$ cat src/inc/slpic_consts.svh
// register offsets, field positions, reset values and timing counts
`ifndef SLPIC_CONSTS_SVH
`define SLPIC_CONSTS_SVH
`define SLPIC_OFS_LPR       8'h00
`define SLPIC_OFS_IER       8'h04
`define SLPIC_OFS_IDR       8'h08
`define SLPIC_OFS_IMR       8'h0c
`define SLPIC_OFS_ISR       8'h10
`define SLPIC_OFS_MDR       8'h14
`define SLPIC_LPCFG_LSB     0
`define SLPIC_PARR_LSB      4
`define SLPIC_TCR_LSB       8
`define SLPIC_DRV_LSB       10
`define SLPIC_TMO_LSB       12
`define SLPIC_RFERR_BIT     0
`define SLPIC_LPR_RST       32'h0000_0000
`define SLPIC_MDR_RST       2'h0
`define SLPIC_MT_SDR        2'h0
`define SLPIC_MT_LP         2'h1
`define SLPIC_LPCFG_OFF     2'h0
`define SLPIC_LPCFG_SR      2'h1
`define SLPIC_LPCFG_PD      2'h2
`define SLPIC_LPCFG_DPD     2'h3
`define SLPIC_TMO_NOW       2'h0
`define SLPIC_TMO_64        2'h1
`define SLPIC_TMO_128       2'h2
`define SLPIC_TMO_RSVD      2'h3
`define SLPIC_IDLE_64       8'd64
`define SLPIC_IDLE_128      8'd128
`endif

$ cat src/inc/slpic_pkg.sv
// types for the low-power and interrupt block
package slpic_pkg;
  typedef struct packed {
    logic        psel;
    logic        penable;
    logic        pwrite;
    logic [7:0]  paddr;
    logic [31:0] pwdata;
  } slpic_apb_req_t;
  typedef struct packed {
    logic [31:0] prdata;
    logic        pready;
    logic        pslverr;
  } slpic_apb_rsp_t;
  typedef struct packed {
    logic [1:0] drive_strength;
    logic [1:0] temp_comp_refresh;
    logic [2:0] partial_array_refresh;
  } slpic_ext_mode_t;
  typedef enum logic [2:0] {
    SLPIC_CMD_NONE = 3'b000,
    SLPIC_CMD_SELF_REFRESH = 3'b001,
    SLPIC_CMD_POWER_DOWN = 3'b010,
    SLPIC_CMD_DEEP_PD = 3'b011,
    SLPIC_CMD_EXIT = 3'b100
  } slpic_cmd_t;
  typedef enum logic [2:0] {
    SLPIC_ST_BUSY = 3'b000,
    SLPIC_ST_WAIT = 3'b001,
    SLPIC_ST_LOW = 3'b010,
    SLPIC_ST_WAKE = 3'b011,
    SLPIC_ST_HOLD = 3'b100
  } slpic_state_t;
endpackage

$ cat src/verilog/slpic_top.sv
// sdram low-power entry, init parameter load and refresh-error interrupt
`include "slpic_consts.svh"

////////////////////////////////////////////////////////////////////////////////
// Contract
// - at init send partial-array setting (quarter, half or all banks) to memory.
// - in self-refresh issue no refresh to excluded banks; controller refresh held off.
// - at init send temperature-compensated self-refresh setting to memory.
// - at init send drive-strength setting to memory.
// - those three settings apply to low-power memory only, never standard sdram.
// - timeout 00 enters low-power mode right after the final transfer.
// - timeout 01 enters low-power mode 64 cycles after the final transfer.
// - timeout 10 enters after 128 cycles; 11 is reserved.
// - writing 1 to enable bit 0 enables refresh-error interrupt; 0 no effect.
// - writing 1 to disable bit 0 disables refresh-error interrupt; 0 no effect.
// - mask bit 0 reads 1 while interrupt enabled, 0 while disabled.
// - status bit reads 1 if refresh error since last read; reading clears it.
// - config 01 self-refresh, clock stopped, clock-enable low; exit per access.
// - config 10 power-down after access, enable low; 00 issues no low-power command.
module slpic_top (
  // clock and reset
  input  wire logic                     ref_clk,
  input  wire logic                     rst_n,
  // apb slave
  input  wire slpic_pkg::slpic_apb_req_t apb_req,
  output      slpic_pkg::slpic_apb_rsp_t apb_rsp,
  // controller side
  input  wire logic                     init_start,
  input  wire logic                     xfer_busy,
  input  wire logic                     access_req,
  input  wire logic                     refresh_error,
  // memory parameter load
  output      logic                     ext_mode_load,
  output      slpic_pkg::slpic_ext_mode_t ext_mode_value,
  // low-power control
  output      slpic_pkg::slpic_cmd_t    lp_cmd,
  output      logic                     mem_clock_enable,
  output      logic                     mem_clock_run,
  output      logic                     refresh_allow,
  output      logic                     access_grant,
  // interrupt
  output      logic                     irq
);
  import slpic_pkg::*;

  //////////////////////////////////////////////////////////////////////////////
  // reset release
  logic rst_meta_r;
  logic rst_sync_r;
  always_ff @(posedge ref_clk or negedge rst_n) begin
    if (!rst_n) begin
      rst_meta_r <= 1'b0;
      rst_sync_r <= 1'b0;
    end else begin
      rst_meta_r <= 1'b1;
      rst_sync_r <= rst_meta_r;
    end
  end
  logic srst_n;
  assign srst_n = rst_sync_r;

  //////////////////////////////////////////////////////////////////////////////
  // apb decode
  logic        setup;
  logic        wr_done;
  logic        rd_done;
  logic        hit;
  logic [7:0]  addr;
  logic        pready_r;
  logic        pslverr_r;
  logic [31:0] prdata_r;
  assign addr = apb_req.paddr;
  assign setup = apb_req.psel && !apb_req.penable;
  assign wr_done = apb_req.psel && apb_req.penable && pready_r && apb_req.pwrite;
  assign rd_done = apb_req.psel && apb_req.penable && pready_r && !apb_req.pwrite;
  always_comb begin
    hit = 1'b0;
    case (addr)
      `SLPIC_OFS_LPR: hit = 1'b1;
      `SLPIC_OFS_IER: hit = 1'b1;
      `SLPIC_OFS_IDR: hit = 1'b1;
      `SLPIC_OFS_IMR: hit = 1'b1;
      `SLPIC_OFS_ISR: hit = 1'b1;
      `SLPIC_OFS_MDR: hit = 1'b1;
      default: hit = 1'b0;
    endcase
  end

  //////////////////////////////////////////////////////////////////////////////
  // registers
  logic [1:0] lp_cfg_r;
  logic [2:0] pa_refresh_r;
  logic [1:0] tc_refresh_r;
  logic [1:0] drv_str_r;
  logic [1:0] tmo_r;
  logic [1:0] mtype_r;
  logic       mask_r;
  logic       status_r;
  logic       is_lp_mem;
  assign is_lp_mem = (mtype_r == `SLPIC_MT_LP);

  always_ff @(posedge ref_clk or negedge rst_n) begin
    if (!rst_n) begin
      lp_cfg_r     <= 2'(`SLPIC_LPR_RST >> `SLPIC_LPCFG_LSB);
      pa_refresh_r <= 3'h0;
      tc_refresh_r <= 2'h0;
      drv_str_r    <= 2'h0;
      tmo_r        <= 2'h0;
    end else if (!srst_n) begin
      lp_cfg_r     <= 2'h0;
      pa_refresh_r <= 3'h0;
      tc_refresh_r <= 2'h0;
      drv_str_r    <= 2'h0;
      tmo_r        <= 2'h0;
    end else if (wr_done && addr == `SLPIC_OFS_LPR) begin
      lp_cfg_r     <= apb_req.pwdata[`SLPIC_LPCFG_LSB +: 2];
      pa_refresh_r <= apb_req.pwdata[`SLPIC_PARR_LSB +: 3];
      tc_refresh_r <= apb_req.pwdata[`SLPIC_TCR_LSB +: 2];
      drv_str_r    <= apb_req.pwdata[`SLPIC_DRV_LSB +: 2];
      tmo_r        <= apb_req.pwdata[`SLPIC_TMO_LSB +: 2];
    end
  end

  always_ff @(posedge ref_clk or negedge rst_n) begin
    if (!rst_n) begin
      mtype_r <= `SLPIC_MDR_RST;
    end else if (!srst_n) begin
      mtype_r <= `SLPIC_MDR_RST;
    end else if (wr_done && addr == `SLPIC_OFS_MDR) begin
      mtype_r <= apb_req.pwdata[1:0];
    end
  end

  // enable and disable both written at once cannot happen: they are separate words
  always_ff @(posedge ref_clk or negedge rst_n) begin
    if (!rst_n) begin
      mask_r <= 1'b0;
    end else if (!srst_n) begin
      mask_r <= 1'b0;
    end else if (wr_done && addr == `SLPIC_OFS_IER && apb_req.pwdata[`SLPIC_RFERR_BIT]) begin
      mask_r <= 1'b1;
    end else if (wr_done && addr == `SLPIC_OFS_IDR && apb_req.pwdata[`SLPIC_RFERR_BIT]) begin
      mask_r <= 1'b0;
    end
  end

  // a new error in the clearing read cycle survives the clear
  // only a bit the read returned is cleared: an error at the setup edge is kept
  always_ff @(posedge ref_clk or negedge rst_n) begin
    if (!rst_n) begin
      status_r <= 1'b0;
    end else if (!srst_n) begin
      status_r <= 1'b0;
    end else if (refresh_error) begin
      status_r <= 1'b1;
    end else if (rd_done && addr == `SLPIC_OFS_ISR) begin
      status_r <= status_r && !prdata_r[`SLPIC_RFERR_BIT];
    end
  end

  always_ff @(posedge ref_clk or negedge rst_n) begin
    if (!rst_n) begin
      irq <= 1'b0;
    end else if (!srst_n) begin
      irq <= 1'b0;
    end else begin
      irq <= status_r && mask_r;
    end
  end

  //////////////////////////////////////////////////////////////////////////////
  // apb answer: no wait state; read data comes from a flop loaded in the setup cycle
  logic [31:0] rd_mux;
  always_comb begin
    rd_mux = 32'h0000_0000;
    case (addr)
      `SLPIC_OFS_LPR: begin
        rd_mux[`SLPIC_LPCFG_LSB +: 2] = lp_cfg_r;
        rd_mux[`SLPIC_PARR_LSB +: 3]  = pa_refresh_r;
        rd_mux[`SLPIC_TCR_LSB +: 2]   = tc_refresh_r;
        rd_mux[`SLPIC_DRV_LSB +: 2]   = drv_str_r;
        rd_mux[`SLPIC_TMO_LSB +: 2]   = tmo_r;
      end
      `SLPIC_OFS_IMR: rd_mux[`SLPIC_RFERR_BIT] = mask_r;
      `SLPIC_OFS_ISR: rd_mux[`SLPIC_RFERR_BIT] = status_r;
      `SLPIC_OFS_MDR: rd_mux[1:0] = mtype_r;
      default: rd_mux = 32'h0000_0000;
    endcase
  end

  always_ff @(posedge ref_clk or negedge rst_n) begin
    if (!rst_n) begin
      pready_r  <= 1'b0;
      pslverr_r <= 1'b0;
      prdata_r  <= 32'h0000_0000;
    end else if (!srst_n) begin
      pready_r  <= 1'b0;
      pslverr_r <= 1'b0;
      prdata_r  <= 32'h0000_0000;
    // ready stands one cycle; a master lingering in access sees no second ready
    end else if (setup) begin
      pready_r  <= 1'b1;
      pslverr_r <= !hit;
      prdata_r  <= apb_req.pwrite ? 32'h0000_0000 : rd_mux;
    end else begin
      pready_r  <= 1'b0;
      pslverr_r <= 1'b0;
      prdata_r  <= 32'h0000_0000;
    end
  end
  assign apb_rsp = '{prdata:  prdata_r,
                     pready:  pready_r,
                     pslverr: pslverr_r};

  //////////////////////////////////////////////////////////////////////////////
  // init parameter load, low-power memory only
  always_ff @(posedge ref_clk or negedge rst_n) begin
    if (!rst_n) begin
      ext_mode_load  <= 1'b0;
      ext_mode_value <= '0;
    end else if (!srst_n) begin
      ext_mode_load  <= 1'b0;
      ext_mode_value <= '0;
    end else begin
      ext_mode_load <= init_start && is_lp_mem;
      if (init_start && is_lp_mem) begin
        ext_mode_value.partial_array_refresh <= pa_refresh_r;
        ext_mode_value.temp_comp_refresh     <= tc_refresh_r;
        ext_mode_value.drive_strength        <= drv_str_r;
      end
    end
  end

  //////////////////////////////////////////////////////////////////////////////
  // low-power sequencer
  slpic_state_t state_r;
  slpic_state_t state_nxt;
  logic [7:0]   idle_cnt_r;
  logic [7:0]   idle_lim;
  logic         lp_on;
  logic         tmo_ok;
  logic         idle;
  slpic_cmd_t   enter_cmd;
  logic         in_sr_r;

  // deep power-down is a low-power-memory mode; on standard sdram it stays off
  assign lp_on = (lp_cfg_r == `SLPIC_LPCFG_SR) || (lp_cfg_r == `SLPIC_LPCFG_PD) ||
                 (lp_cfg_r == `SLPIC_LPCFG_DPD && is_lp_mem);
  assign tmo_ok = (tmo_r != `SLPIC_TMO_RSVD);
  assign idle = !xfer_busy && !access_req;

  // reserved timeout never counts down, so the memory simply stays awake
  always_comb begin
    idle_lim = 8'd0;
    case (tmo_r)
      `SLPIC_TMO_NOW: idle_lim = 8'd0;
      `SLPIC_TMO_64:  idle_lim = `SLPIC_IDLE_64;
      `SLPIC_TMO_128: idle_lim = `SLPIC_IDLE_128;
      default:        idle_lim = 8'd0;
    endcase
  end

  always_comb begin
    enter_cmd = SLPIC_CMD_NONE;
    case (lp_cfg_r)
      `SLPIC_LPCFG_SR:  enter_cmd = SLPIC_CMD_SELF_REFRESH;
      `SLPIC_LPCFG_PD:  enter_cmd = SLPIC_CMD_POWER_DOWN;
      `SLPIC_LPCFG_DPD: enter_cmd = SLPIC_CMD_DEEP_PD;
      default:         enter_cmd = SLPIC_CMD_NONE;
    endcase
  end

  // any traffic while counting restarts it, so entry always follows the last transfer
  always_comb begin
    state_nxt = state_r;
    unique case (state_r)
      SLPIC_ST_BUSY: begin
        if (idle && lp_on && tmo_ok) begin
          state_nxt = (idle_lim == 8'd0) ? SLPIC_ST_LOW : SLPIC_ST_WAIT;
        end
      end
      SLPIC_ST_WAIT: begin
        if (!idle || !lp_on) begin
          state_nxt = SLPIC_ST_BUSY;
        end else if (idle_cnt_r == idle_lim - 8'd1) begin
          state_nxt = SLPIC_ST_LOW;
        end
      end
      SLPIC_ST_LOW: begin
        state_nxt = SLPIC_ST_HOLD;
      end
      SLPIC_ST_HOLD: begin
        if (access_req || !lp_on) begin
          state_nxt = SLPIC_ST_WAKE;
        end
      end
      SLPIC_ST_WAKE: begin
        state_nxt = SLPIC_ST_BUSY;
      end
      default: state_nxt = SLPIC_ST_BUSY;
    endcase
  end

  always_ff @(posedge ref_clk or negedge rst_n) begin
    if (!rst_n) begin
      state_r <= SLPIC_ST_BUSY;
    end else if (!srst_n) begin
      state_r <= SLPIC_ST_BUSY;
    end else begin
      state_r <= state_nxt;
    end
  end

  // counts idle cycles from the first idle one after the transfer
  always_ff @(posedge ref_clk or negedge rst_n) begin
    if (!rst_n) begin
      idle_cnt_r <= 8'd0;
    end else if (!srst_n) begin
      idle_cnt_r <= 8'd0;
    end else if (state_nxt == SLPIC_ST_WAIT && state_r == SLPIC_ST_BUSY) begin
      idle_cnt_r <= 8'd1;
    end else if (state_r == SLPIC_ST_WAIT) begin
      idle_cnt_r <= idle_cnt_r + 8'd1;
    end else begin
      idle_cnt_r <= 8'd0;
    end
  end

  //////////////////////////////////////////////////////////////////////////////
  // memory-side outputs
  always_ff @(posedge ref_clk or negedge rst_n) begin
    if (!rst_n) begin
      lp_cmd           <= SLPIC_CMD_NONE;
      mem_clock_enable <= 1'b1;
      mem_clock_run    <= 1'b1;
      in_sr_r          <= 1'b0;
      access_grant     <= 1'b0;
    end else if (!srst_n) begin
      lp_cmd           <= SLPIC_CMD_NONE;
      mem_clock_enable <= 1'b1;
      mem_clock_run    <= 1'b1;
      in_sr_r          <= 1'b0;
      access_grant     <= 1'b0;
    end else begin
      lp_cmd       <= SLPIC_CMD_NONE;
      access_grant <= (state_r == SLPIC_ST_BUSY) && access_req && !xfer_busy;
      if (state_r == SLPIC_ST_LOW) begin
        lp_cmd           <= enter_cmd;
        mem_clock_enable <= 1'b0;
        mem_clock_run    <= (enter_cmd != SLPIC_CMD_SELF_REFRESH);
        in_sr_r          <= (enter_cmd == SLPIC_CMD_SELF_REFRESH);
      end else if (state_r == SLPIC_ST_WAKE) begin
        lp_cmd           <= SLPIC_CMD_EXIT;
        mem_clock_enable <= 1'b1;
        mem_clock_run    <= 1'b1;
        in_sr_r          <= 1'b0;
      end
    end
  end

  // memory refreshes itself (enabled banks only) while in self-refresh
  always_ff @(posedge ref_clk or negedge rst_n) begin
    if (!rst_n) begin
      refresh_allow <= 1'b0;
    end else if (!srst_n) begin
      refresh_allow <= 1'b0;
    end else begin
      refresh_allow <= !in_sr_r && state_r != SLPIC_ST_LOW && state_r != SLPIC_ST_HOLD;
    end
  end
endmodule

$ cat config.mk
export PLATFORM = sky130hd
export DESIGN_NAME = slpic_top
export DESIGN_NICKNAME = d
export VERILOG_FILES = /design/src/inc/slpic_pkg.sv /design/src/verilog/slpic_top.sv
export VERILOG_INCLUDE_DIRS = /design/src /design/src/inc
export SDC_FILE = /design/constraint.sdc
export NUM_CORES = 1
export LEC_CHECK = 0
export BUFFER_PORTS_ARGS = -buffer_cell sky130_fd_sc_hd__buf_2
export CAP_MARGIN = 25
export CELL_PAD_IN_SITES_DETAIL_PLACEMENT = 0
export CELL_PAD_IN_SITES_GLOBAL_PLACEMENT = 1
export CORE_MARGIN = 5
export CORE_UTILIZATION = 37
export CTS_CLUSTER_DIAMETER = 60
export DETAILED_ROUTE_END_ITERATION = 10
export PLACE_DENSITY_LB_ADDON = 0.08
export SKIP_CTS_REPAIR_TIMING = 1
export SYNTH_ARGS = -nofsm -noshare
export SYNTH_HDL_FRONTEND = slang
export SYNTH_SLANG_ARGS = --single-unit
$ cat constraint.sdc
create_clock -name ref_clk -period 1.8 [get_ports ref_clk]
set_clock_uncertainty 0.15 [all_clocks]
set_input_delay 0.18 -clock ref_clk [delete_from_list [all_inputs] [get_ports ref_clk]]
set_output_delay 0.18 -clock ref_clk [all_outputs]
set_load 0.01 [all_outputs]
==> reports/results.ini, run 1 <==
[outcome]
outcome = finished clean

[power]
p_int_w = 0.00187
pwr-share-comb_pct = 7.1
power.share.switching_pct = 26.0
totalPowerFinal_w = 0.00253
pwr_density_cell_mw_per_mm2 = 713
pwr-share-clk_pct = 40.9
power.ir.vdd_worst_mv = 0.326
portion_of_total_power_attributed_to_sequential_cells_pct = 52.0
cellLeakagePower_nw = 1.73
net_switching_power_figure_w = 0.000658

[sta]
finalCritPeriodShare_pct = 93.3
tns_ns = 0
timing.fmax_mhz = 595
rsz0062_at_grt = true
report.final.slew_viol_count = 0
final_period_minus_worst_setup_slack_ns = 1.68
whs_ns = 0.0237
setup_viol = 0
timing.final.hold_violations = 0

[die]
placement_rows = 31
die_area_mm2 = 0.00938
io_pins = 99
die_h_um = 96.9
initial_utilization_pct = 38.3
core_mm2 = 0.00729
die_w_um = 96.9

[cts]
clock_slew_at_the_register_clock_pins_of_the_worst_setup_and_hold_paths_ns = 0.07
clk-insertion-delay-late_ns = 0.34
cts_buffers = 9
clk_path_buf_depth = 2
tritoncts = yes
cts_sinks = 58
h-tree-depth = 3
clk_root_buffer_cell = clkbuf_8

[detailed_routing]
drt.antenna.violating_nets = 0
route.final.wire_length_um = 6300
routedWlPerCell_um = 13.6
detail_route.drc_violations = 0
num_vias = 2125
drt_pass1_iterations = 4
initialDrtViolationCount = 59
post_drt_via_cell_ratio = 4.58

[placement]
detailed_place.area_mm2 = 0.00323
io_buffer_count = 56
placed_cells_incl_taps = 435
post-dp-hpwl_um = 4410
routabilityCongestion = 0.791

[setup_path]
cpLargestDelayFamily = simple AND/OR/NAND/NOR gates
cp_data_arrival_time_ns = 1.79
path_max_fanout = 7
timing.setup.critical_path_class = flip-flop to flip-flop
worst_path_cell_chain = or3b_2 > or2_2 > a21oi_1
cpPeakStageDelay_ns = 0.51
critPathCaptureType = flip-flop
crit_buf_inv = 0
cpMaxStageDelayCell = or3b_2
start_kind = flip-flop
worst-endpoint-required_ns = 1.91

[logic_synthesis]
dominantRegCellSynth = dfrtp_1
synth.cell_area_mm2 = 0.00279
synthCells = 277
syn_area_per_cell_um2 = 10.1
warning_count_from_the_yosys_run = 0
async_set_reset_flop_share_out_of_synthesis_pct = 100
yosys_register_bits = 58
synth-edff-count = 0
synth.yosys.seq_area_share_pct = 52.1
yosys.cell_types.count = 44

[layout]
design_area_mm2 = 0.00354
design.final.nets = 416
drive_gt1_share_pct = 28.5
ant_diodes = 0
layout.cells.non_filler = 464
syn2layout_area_growth_pct = 26.9

[grt]
vias_in_the_first_global_route = 2068
number_of_antenna_violations_at_the_first_check_in_global_routing = 0
pin_count_of_the_biggest_net_entering_global_routing = 43
gr-total-overflow = 0
grt_first_pass_wirelength_um = 10300
grt_usage_pct = 13.5

[hold_path]
worst_hold_path_type = input port to flip-flop

[job]
drv_cap = 0

==> cell usage after synthesis, drive strengths merged (2+ instances only) <==
cell	n	area share, %
a21oi	10	1.8
a31oi	3	0.67
and2	9	2.0
buf	26	6.7
clkbuf	11	1.5
conb	2	0.27
dfrtp	56	50
dfstp	2	1.9
ha	7	3.1
inv	8	1.1
mux2i	10	3.6
nand2	21	2.8
nand2b	3	0.67
nand3	16	2.9
nand3b	5	1.3
nand4	4	0.90
nand4b	2	0.63
nor2	25	3.6
nor2b	2	0.45
nor3	8	1.4
nor4	3	1.4
o21a	2	0.54
o21ai	15	2.7
o31ai	3	0.81
or2	3	0.67
or3	4	0.90
or4	2	0.81
xnor2	3	0.94
xor2	3	0.94
==> logic make-up (layout without fill, tap and decap cells) <==
| logic type | after synthesis | in the layout | synth area share, % |
|---|---|---|---|
| and+or+nand+nor | 112 | 112 | 22.1 |
| AOI/OAI and AO/OA | 37 | 37 | 7.66 |
| other | 2 | 22 | 0.269 |
| muxes | 10 | 10 | 3.58 |
| xor gates and xnor gates | 6 | 6 | 1.88 |
| buffers and inverters | 45 | 113 | 9.27 |
| DFF | 58 | 58 | 52.1 |
| adders and majority gates | 7 | 7 | 3.14 |
==> layout by cell type, fill, tap and decap left out, drive strengths merged, types with 2 or more instances in the layout <==
cell and n:
a21oi 10, a31oi 3, and2 9, buf 76, clkbuf 9, clkinv 4, clkinvlp 3, conb 22
dfrtp 56, dfstp 2, dlygate4sd3 13, ha 7, inv 8, mux2i 10, nand2 21, nand2b 3
nand3 16, nand3b 5, nand4 4, nand4b 2, nor2 25, nor2b 2, nor3 8, nor4 3
o21a 2, o21ai 15, o31ai 3, or2 3, or3 4, or4 2, xnor2 3, xor2 3
==> flip-flops by register name, indices dropped and copies added (netlist names), 3 cells and up <==
signal          flops
pa_refresh_r        3
lp_cmd              3
prdata_r           11
ext_mode_value      7
idle_cnt_r          8
state_r             3
==> worst reg2reg max path, stage by stage, from the launching register on <==
cell and delay, ns:
dfrtp_1 0.44, or3b_2 0.51, or2_2 0.37, a21oi_1 0.14
==> layer usage <==
metal	wire length [um]	track usage (%)	vias to the layer above
met5	0	0	-
met2	2840	19.6	53
met1	3000	18.2	998
met4	74	5.40	0
li1	-	-	1068
met3	383	4.68	6
==> final timing paths <==
kind,cells after the start,slack (ns),start,to
worst max register to register,3,0.12,state_r[1]$_DFF_PN0_,idle_cnt_r[6]$_DFF_PN0_
min in group asynchronous,2,0.16,rst_n,idle_cnt_r[3]$_DFF_PN0_
max in group asynchronous,3,0.78,rst_n,rst_meta_r$_DFF_PN0_
worst max-delay path,3,0.12,state_r[1]$_DFF_PN0_,idle_cnt_r[6]$_DFF_PN0_
worst min-delay path,3,0.02,apb_req[42],pready_r$_DFF_PN0_
worst min register to register,0,0.20,rst_meta_r$_DFF_PN0_,rst_sync_r$_DFF_PN0_
==> area by class of cell <==
class / count / area [um2]
Clock buffer: 9 / 124
Clock inverter: 7 / 46.3
Fill cell: 726 / 3750
Inverter: 8 / 30.0
Multi-Input combinational cell: 194 / 1180
Sequential cell: 58 / 1450
Tap cell: 99 / 124
Timing Repair Buffer: 89 / 586
==> metrics by stage <==
stage	setup slack (ns)	util (%)
after global routing	-0.0169	48.6
after detailed placement	-0.164	44.3
final	0.120	48.6
after floorplan	0.0566	-
after CTS	-0.0106	46.6
after global placement	-0.154	44.3
==> power by group through the flow <==
stage               registers (W)  clock network (W)   logic, W
floorplan                 0.00134                  0  0.0000998
global placement          0.00134                  0   0.000161
detailed placement        0.00134                  0   0.000160
CTS                       0.00131            0.00109   0.000161
global route              0.00131            0.00114   0.000204
finish                    0.00131            0.00103   0.000180
Power figures use the tool's default switching activity.
==> run 2, diff against run 1 <==
- CORE_UTILIZATION: 37 -> 33
- clock period: 1.8 -> 1.4 ns (I/O delays scaled with it)
==> run 2 against run 1 <==
Net effect:
- the run now ends with negative hold slack, negative setup slack left
- setup slack worse by 0.33 ns
- sequential power is 29% higher
- combinational power is 71% higher
- critical path type unchanged
- clock power is 29% higher
- cell area is 19% higher
- first-iteration DRC count is 5.1% higher
- register-to-register slack worse by 0.33 ns
- sequential share of layout area is 6.6 points lower
- critical endpoint is now state_r[0]$_DFF_PN0_
- fmax is 4.2% higher
- worst hold slack worse by 0.030 ns
- critical path depth is 2 higher
- global-route usage is 0.30 points higher
==> reports/results.ini, run 2 (same netlist as run 1, synthesis figures left out) <==
[power]
portion_of_total_power_attributed_to_sequential_cells_pct = 50.9  ; -1.1 points
pwr_density_cell_mw_per_mm2 = 786  ; +10%
net_switching_power_figure_w = 0.000869  ; +32%
cellLeakagePower_nw = 2.00  ; +16%
totalPowerFinal_w = 0.00332  ; +31%
power.ir.vdd_worst_mv = 0.371  ; +14%
p_int_w = 0.00245  ; +31%
pwr-share-clk_pct = 39.9  ; -1.0 points
pwr-share-comb_pct = 9.2  ; +2.1 points
power.share.switching_pct = 26.2  ; +0.14 points

[cts]
clock_slew_at_the_register_clock_pins_of_the_worst_setup_and_hold_paths_ns = 0.07  ; about the same
cts_buffers = 9  ; unchanged
tritoncts = yes
clk_root_buffer_cell = clkbuf_8
h-tree-depth = 3  ; unchanged
clk-insertion-delay-late_ns = 0.33  ; about the same
cts_sinks = 58  ; unchanged
clk_path_buf_depth = 2  ; unchanged

[sta]
finalCritPeriodShare_pct = 115  ; +22 points
report.final.slew_viol_count = 0  ; unchanged
setup_viol = 35  ; +35
timing.fmax_mhz = 621  ; +4.2%
whs_ns = -0.00597  ; -0.0296 ns
final_period_minus_worst_setup_slack_ns = 1.61  ; -0.0683 ns
timing.final.hold_violations = 1  ; +1
rsz0062_at_grt = true
final.setup.worst_slack_ns = -0.211  ; -0.332 ns

[job]
drv_cap = 0  ; unchanged

[grt]
grt_usage_pct = 13.8  ; +0.30 points
grt_first_pass_wirelength_um = 11000  ; +7.1%
grtUsageMet1_pct = 18.9  ; +0.62 points
number_of_antenna_violations_at_the_first_check_in_global_routing = 0  ; unchanged
grtUsageMet3_pct = 3.96  ; -0.72 points
gr-total-overflow = 0  ; unchanged
globalRouteMet2Util_pct = 21.3  ; +1.7 points
pin_count_of_the_biggest_net_entering_global_routing = 59  ; +37%
grt_busiest_layer = met2
vias_in_the_first_global_route = 2212  ; +7.0%

[die]
io_pins = 99  ; unchanged
placement_rows = 33  ; +6.5%
die_area_mm2 = 0.0104  ; +11%
die_w_um = 102  ; +5.3%
die_h_um = 102  ; +5.3%
core_mm2 = 0.00822  ; +13%
initial_utilization_pct = 34.0  ; -4.3 points

[layout]
ant_diodes = 0  ; unchanged
final_util_pct = 51.5  ; +2.9 points
final-seq-area_mm2 = 0.00146  ; about the same
number_of_flip_flops_under_the_largest_register_name = 11  ; unchanged
top_regs = prdata_r x11, idle_cnt_r x8, ext_mode_value x7
design.final.nets = 457  ; +9.9%
syn2layout_area_growth_pct = 51.5
layout.cells.non_filler = 511  ; +10%
largest_register = prdata_r
most-common-layout-cells = dfrtp_1, buf_2, buf_4
drive_gt1_share_pct = 46.8  ; +18 points
num-fill-cells = 789  ; +8.7%
area_used_by_multi_input_combinational_logic_mm2 = 0.00142  ; +20%

[detailed_routing]
num_vias = 2321  ; +9.2%
detail_route.drc_violations = 0  ; unchanged
initialDrtViolationCount = 62  ; +5.1%
drt.antenna.violating_nets = 0  ; unchanged
route.final.wire_length_um = 7510  ; +19%
routedWlPerCell_um = 14.7  ; +8.3%
post_drt_via_cell_ratio = 4.54  ; -0.82%
drt_pass1_iterations = 4  ; unchanged

[outcome]
outcome = finished with violations
failed_checks = negative hold slack, negative setup slack

[setup_path]
reg2reg_depth = 5  ; +2
critPathCaptureType = flip-flop
cp_data_arrival_time_ns = 1.72  ; -0.07 ns
cpMaxStageDelayCell = dfrtp_1
start_kind = flip-flop
timing.setup.critical_path_class = flip-flop to flip-flop
path_max_fanout = 5  ; -2
worst_path_cell_chain = ha_2 > nand3b_1 > a21oi_4 > or3_4 > a31oi_4
cpPeakStageDelay_ns = 0.43  ; -0.08 ns
worst-endpoint-required_ns = 1.50  ; -0.41 ns

[hold_path]
hold_path_cell_cnt = 3  ; unchanged
worst_hold_path_type = input port to flip-flop

[placement]
placed_cells_incl_taps = 467  ; +7.4%
post-dp-hpwl_um = 4830  ; +9.3%
io_buffer_count = 56  ; unchanged
dp_worst_setup_slack_ns = -0.548  ; -0.384 ns
routabilityCongestion = 0.811  ; +2.5%

[run 2: cell count changes in the layout (fill, tap and decap cells not counted), moves of 5 or more]
cell     change
buf_4       +27
buf_6        +9
inv_1        -5
nand3_1     -12
nand3_2     +11
nor3_1       -7
nor3_2       +7
o21ai_0      -8
o21ai_1      +5
[run 2: power by group through the flow]
stage | logic (W) | clock network [W] | registers, W
CTS | 0.000225 | 0.00139 | 0.00169
detailed placement | 0.000224 | 0 | 0.00172
global route | 0.000338 | 0.00145 | 0.00169
floorplan | 0.000130 | 0 | 0.00172
global placement | 0.000225 | 0 | 0.00172
finish | 0.000307 | 0.00133 | 0.00169
[run 2: per-layer routing]
layer  routed length (um)  part of all wire (%)  vias to the layer above
met1                 3480                    46                     1104
li1                     -                     -                     1150
met3                  395                   5.3                       10
met4                  127                   1.7                        0
met2                 3500                    47                       57
met5                    0                     0                        -
[run 2: path summary, 6_finish.rpt]
| path | start | endpoint | slack [ns] |
|---|---|---|---|
| worst min-delay path | apb_req[35] | prdata_r[1]$_DFF_PN0_ | -0.006 |
| worst max-delay path | lp_cfg_r[1]$_DFFE_PN0P_ | state_r[0]$_DFF_PN0_ | -0.21 |
| worst max register to register | lp_cfg_r[1]$_DFFE_PN0P_ | state_r[0]$_DFF_PN0_ | -0.21 |
| max in group asynchronous | rst_n | mem_clock_run$_DFFE_PN1P_ | 0.62 |
| min in group asynchronous | rst_n | idle_cnt_r[3]$_DFF_PN0_ | 0.19 |
| worst min register to register | rst_meta_r$_DFF_PN0_ | rst_sync_r$_DFF_PN0_ | 0.20 |
[run 2: cell type report]
class / instances / share of cell area, %
clock buffers: 9 / 2.93
repair buffers: 130 / 24.2
inverters: 8 / 0.799
well taps: 105 / 3.11
flip-flops and latches: 58 / 34.4
multi-input cells: 194 / 33.5
clock inverters: 7 / 1.09
[run 2: per-stage QoR]
step	hold slack [ns]	area (um2)	setup TNS (ns)
after CTS	-0.350	3670	-5.32
after detailed placement	0.0194	3500	-13.62
after global routing	-0.00104	4230	-5.68
final	-0.00597	4230	-3.75
after floorplan	-0.306	2930	-7.38
after global placement	0.0232	3500	-12.70
[run 2: critical path, delay by kind of cell (launching register included)]
kind | cells | cell delay [ns]
AO/OA/AOI/OAI | 2 | 0.26
adder cells (fa/ha/maj) | 1 | 0.22
AND/OR/NAND/NOR | 2 | 0.48
flip-flops | 1 | 0.43
==> run 3, diff against run 2 <==
- PLACE_DENSITY: not set -> 0.79
- PLACE_DENSITY_LB_ADDON: 0.08 -> not set
==> run 3 against run 2 <==
Net effect:
- setup slack lost 0.042 ns
- clock-buffer cell count did not move
- die area unchanged
- highest routed layer unchanged
- the run ends with negative setup slack left
- non-clock buffer count decreased by 5
- critical endpoint unchanged
- cell area is 0.12% lower
==> reports/results.ini, run 3 (same netlist as run 1, synthesis figures left out) <==
[hold_path]
timing.hold.worst_endpoint = state_r[1]$_DFF_PN0_
worst_hold_startpoint = xfer_busy
worst_hold_path_type = input port to flip-flop
hold_path_cell_cnt = 4  ; +1

[setup_path]
reg2reg_depth = 6  ; +1
cpMaxStageDelayCell = dfrtp_1
worst-endpoint-required_ns = 1.46  ; -0.04 ns
r2r_setup_slack_ns = -0.25  ; -0.04 ns
timing.setup.critical_path_class = flip-flop to flip-flop
cpLargestDelayFamily = simple AND/OR/NAND/NOR gates
start_kind = flip-flop
worst_path_cell_chain = inv_2 > ha_4 > xor2_2 > nor4_2 > nand3b_1 > a31oi_2
critPathCaptureType = flip-flop
critical_path.reg2reg.endpoint = state_r[0]$_DFF_PN0_
path_max_fanout = 2  ; -3
cpPeakStageDelay_ns = 0.40  ; -0.03 ns
crit_buf_inv = 1  ; +1
r2r-start = tmo_r[1]$_DFFE_PN0P_
cp_data_arrival_time_ns = 1.71  ; about the same

[detailed_routing]
num_vias = 2362  ; +1.8%
detail_route.drc_violations = 0  ; unchanged
route.final.wire_length_um = 7270  ; -3.2%
drt_pass1_iterations = 4  ; unchanged
routedWlPerCell_um = 14.4  ; -2.3%
initialDrtViolationCount = 90  ; +45%
post_drt_via_cell_ratio = 4.67  ; +2.8%
drt.antenna.violating_nets = 0  ; unchanged

[layout]
drive_gt1_share_pct = 45.9  ; -0.91 points
largest_register = prdata_r
syn2layout_area_growth_pct = 51.3
most-common-layout-cells = dfrtp_1, buf_2, buf_4
design_area_mm2 = 0.00423  ; -0.12%
top_regs = prdata_r x11, idle_cnt_r x8, ext_mode_value x7
final-seq-area_mm2 = 0.00146  ; unchanged
area_used_by_multi_input_combinational_logic_mm2 = 0.00142  ; +0.18%
number_of_flip_flops_under_the_largest_register_name = 11  ; unchanged
ant_diodes = 0  ; unchanged
num-fill-cells = 760  ; -3.7%
design.final.nets = 452  ; -1.1%

[cts]
h-tree-depth = 3  ; unchanged
tritoncts = yes
clock_slew_at_the_register_clock_pins_of_the_worst_setup_and_hold_paths_ns = 0.07  ; about the same
cts_buffers = 9  ; unchanged
clk_path_buf_depth = 2  ; unchanged
cts_sinks = 58  ; unchanged
clk_root_buffer_cell = clkbuf_8
clk-insertion-delay-late_ns = 0.33  ; about the same

[die]
die_area_mm2 = 0.0104  ; unchanged
die_h_um = 102  ; unchanged
placement_rows = 33  ; unchanged
die_w_um = 102  ; unchanged
core_mm2 = 0.00822  ; unchanged
io_pins = 99  ; unchanged
initial_utilization_pct = 34.0  ; unchanged

[job]
drv_cap = 0  ; unchanged

[power]
cellLeakagePower_nw = 2.02  ; +0.99%
power.ir.vdd_worst_mv = 0.437  ; +18%
power.share.switching_pct = 22.3  ; -3.8 points
net_switching_power_figure_w = 0.000857  ; -1.4%
totalPowerFinal_w = 0.00384  ; +15%
pwr-share-clk_pct = 48.8  ; +8.9 points
pwr_density_cell_mw_per_mm2 = 908  ; +16%
pwr-share-comb_pct = 7.2  ; -2.0 points
portion_of_total_power_attributed_to_sequential_cells_pct = 44.0  ; -6.9 points
p_int_w = 0.00298  ; +21%

[placement]
detailed_place.area_mm2 = 0.00349  ; about the same
post-dp-hpwl_um = 4830  ; about the same
io_buffer_count = 56  ; unchanged
routabilityCongestion = 0.860  ; +6.1%

[outcome]
outcome = finished with violations
failed_checks = negative setup slack

[sta]
final.setup.worst_slack_ns = -0.254  ; -0.0422 ns
finalCritPeriodShare_pct = 118  ; +3.0 points
setup_viol = 35  ; unchanged
timing.final.hold_violations = 0  ; -1
rsz0062_at_grt = true
report.final.slew_viol_count = 0  ; unchanged
timing.fmax_mhz = 605  ; -2.6%
final_period_minus_worst_setup_slack_ns = 1.65  ; +0.0422 ns

[grt]
grt_first_pass_wirelength_um = 10600  ; -3.4%
number_of_antenna_violations_at_the_first_check_in_global_routing = 0  ; unchanged
grt_usage_pct = 13.2  ; -0.57 points
gr-total-overflow = 0  ; unchanged
pin_count_of_the_biggest_net_entering_global_routing = 59  ; unchanged
vias_in_the_first_global_route = 2203  ; -0.41%

## run 3: cell count changes in the layout (fill, tap and decap cells not counted), sizes merged
cell	change
inv	+1
bufinv	+3
clkbuf	-2
clkinvlp	-2
clkinv	-2
buf	-4
dlygate4sd3	+1
## run 3: worst max path at each step
| stage | start | end | depth (start not counted) |
|---|---|---|---|
| 6_report | tmo_r[1]$_DFFE_PN0P_ | state_r[0]$_DFF_PN0_ | 6 |
| 3_3_place_gp | apb_req[32] | prdata_r[5]$_DFF_PN0_ | 5 |
| 2_1_floorplan | apb_req[32] | prdata_r[10]$_DFF_PN0_ | 4 |
| 3_5_place_dp | apb_req[32] | prdata_r[1]$_DFF_PN0_ | 5 |
| 4_1_cts | tmo_r[1]$_DFFE_PN0P_ | state_r[0]$_DFF_PN0_ | 6 |
| 5_1_grt | tmo_r[1]$_DFFE_PN0P_ | state_r[0]$_DFF_PN0_ | 6 |
## run 3: metal layers
layer | GRT usage (%) | vias to the layer above | routed length [um]
li1 | - | 1141 | -
met1 | 17.1 | 1148 | 3110
met2 | 21.2 | 66 | 3640
met3 | 3.96 | 7 | 435
met4 | 4.34 | 0 | 83
met5 | 0 | - | 0
## run 3: worst min-delay path: stages
cell and delay [ns]:
buf_2 0.09, nor2_1 0.06, nand3_1 0.08, a31oi_1 0.07
## run 3: final cells by class
class / count / area share [%]
multi-input combinational: 194 / 33.6
timing repair buffer: 125 / 22.4
inverter: 8 / 0.800
sequential: 58 / 34.4
clock buffer: 9 / 2.93
clock inverter: 7 / 2.75
tap: 105 / 3.11
## run 3: power by group through the flow
stage          Sequential [W]  Combinational [W]  Clock, W
5_1_grt               0.00169           0.000306   0.00199
4_1_cts               0.00169           0.000226   0.00192
2_1_floorplan         0.00172           0.000130         0
3_3_place_gp          0.00172           0.000222         0
6_report              0.00169           0.000276   0.00187
3_5_place_dp          0.00172           0.000225         0
## run 3: through the flow
| step | TNS, ns | worst slack, ns | hold slack (ns) | cells | utilization, % |
|---|---|---|---|---|---|
| after floorplan | -7.38 | -0.283 | -0.306 | 297 | - |
| after global placement | -10.95 | -0.487 | 0.0170 | 465 | 42.5 |
| after detailed placement | -11.69 | -0.527 | 0.0187 | 465 | 42.5 |
| after CTS | -2.89 | -0.395 | -0.344 | 481 | 45.4 |
| after global routing | -4.71 | -0.310 | 0.00404 | 506 | 51.4 |
| final | -3.07 | -0.254 | 0.00808 | 506 | 51.4 |
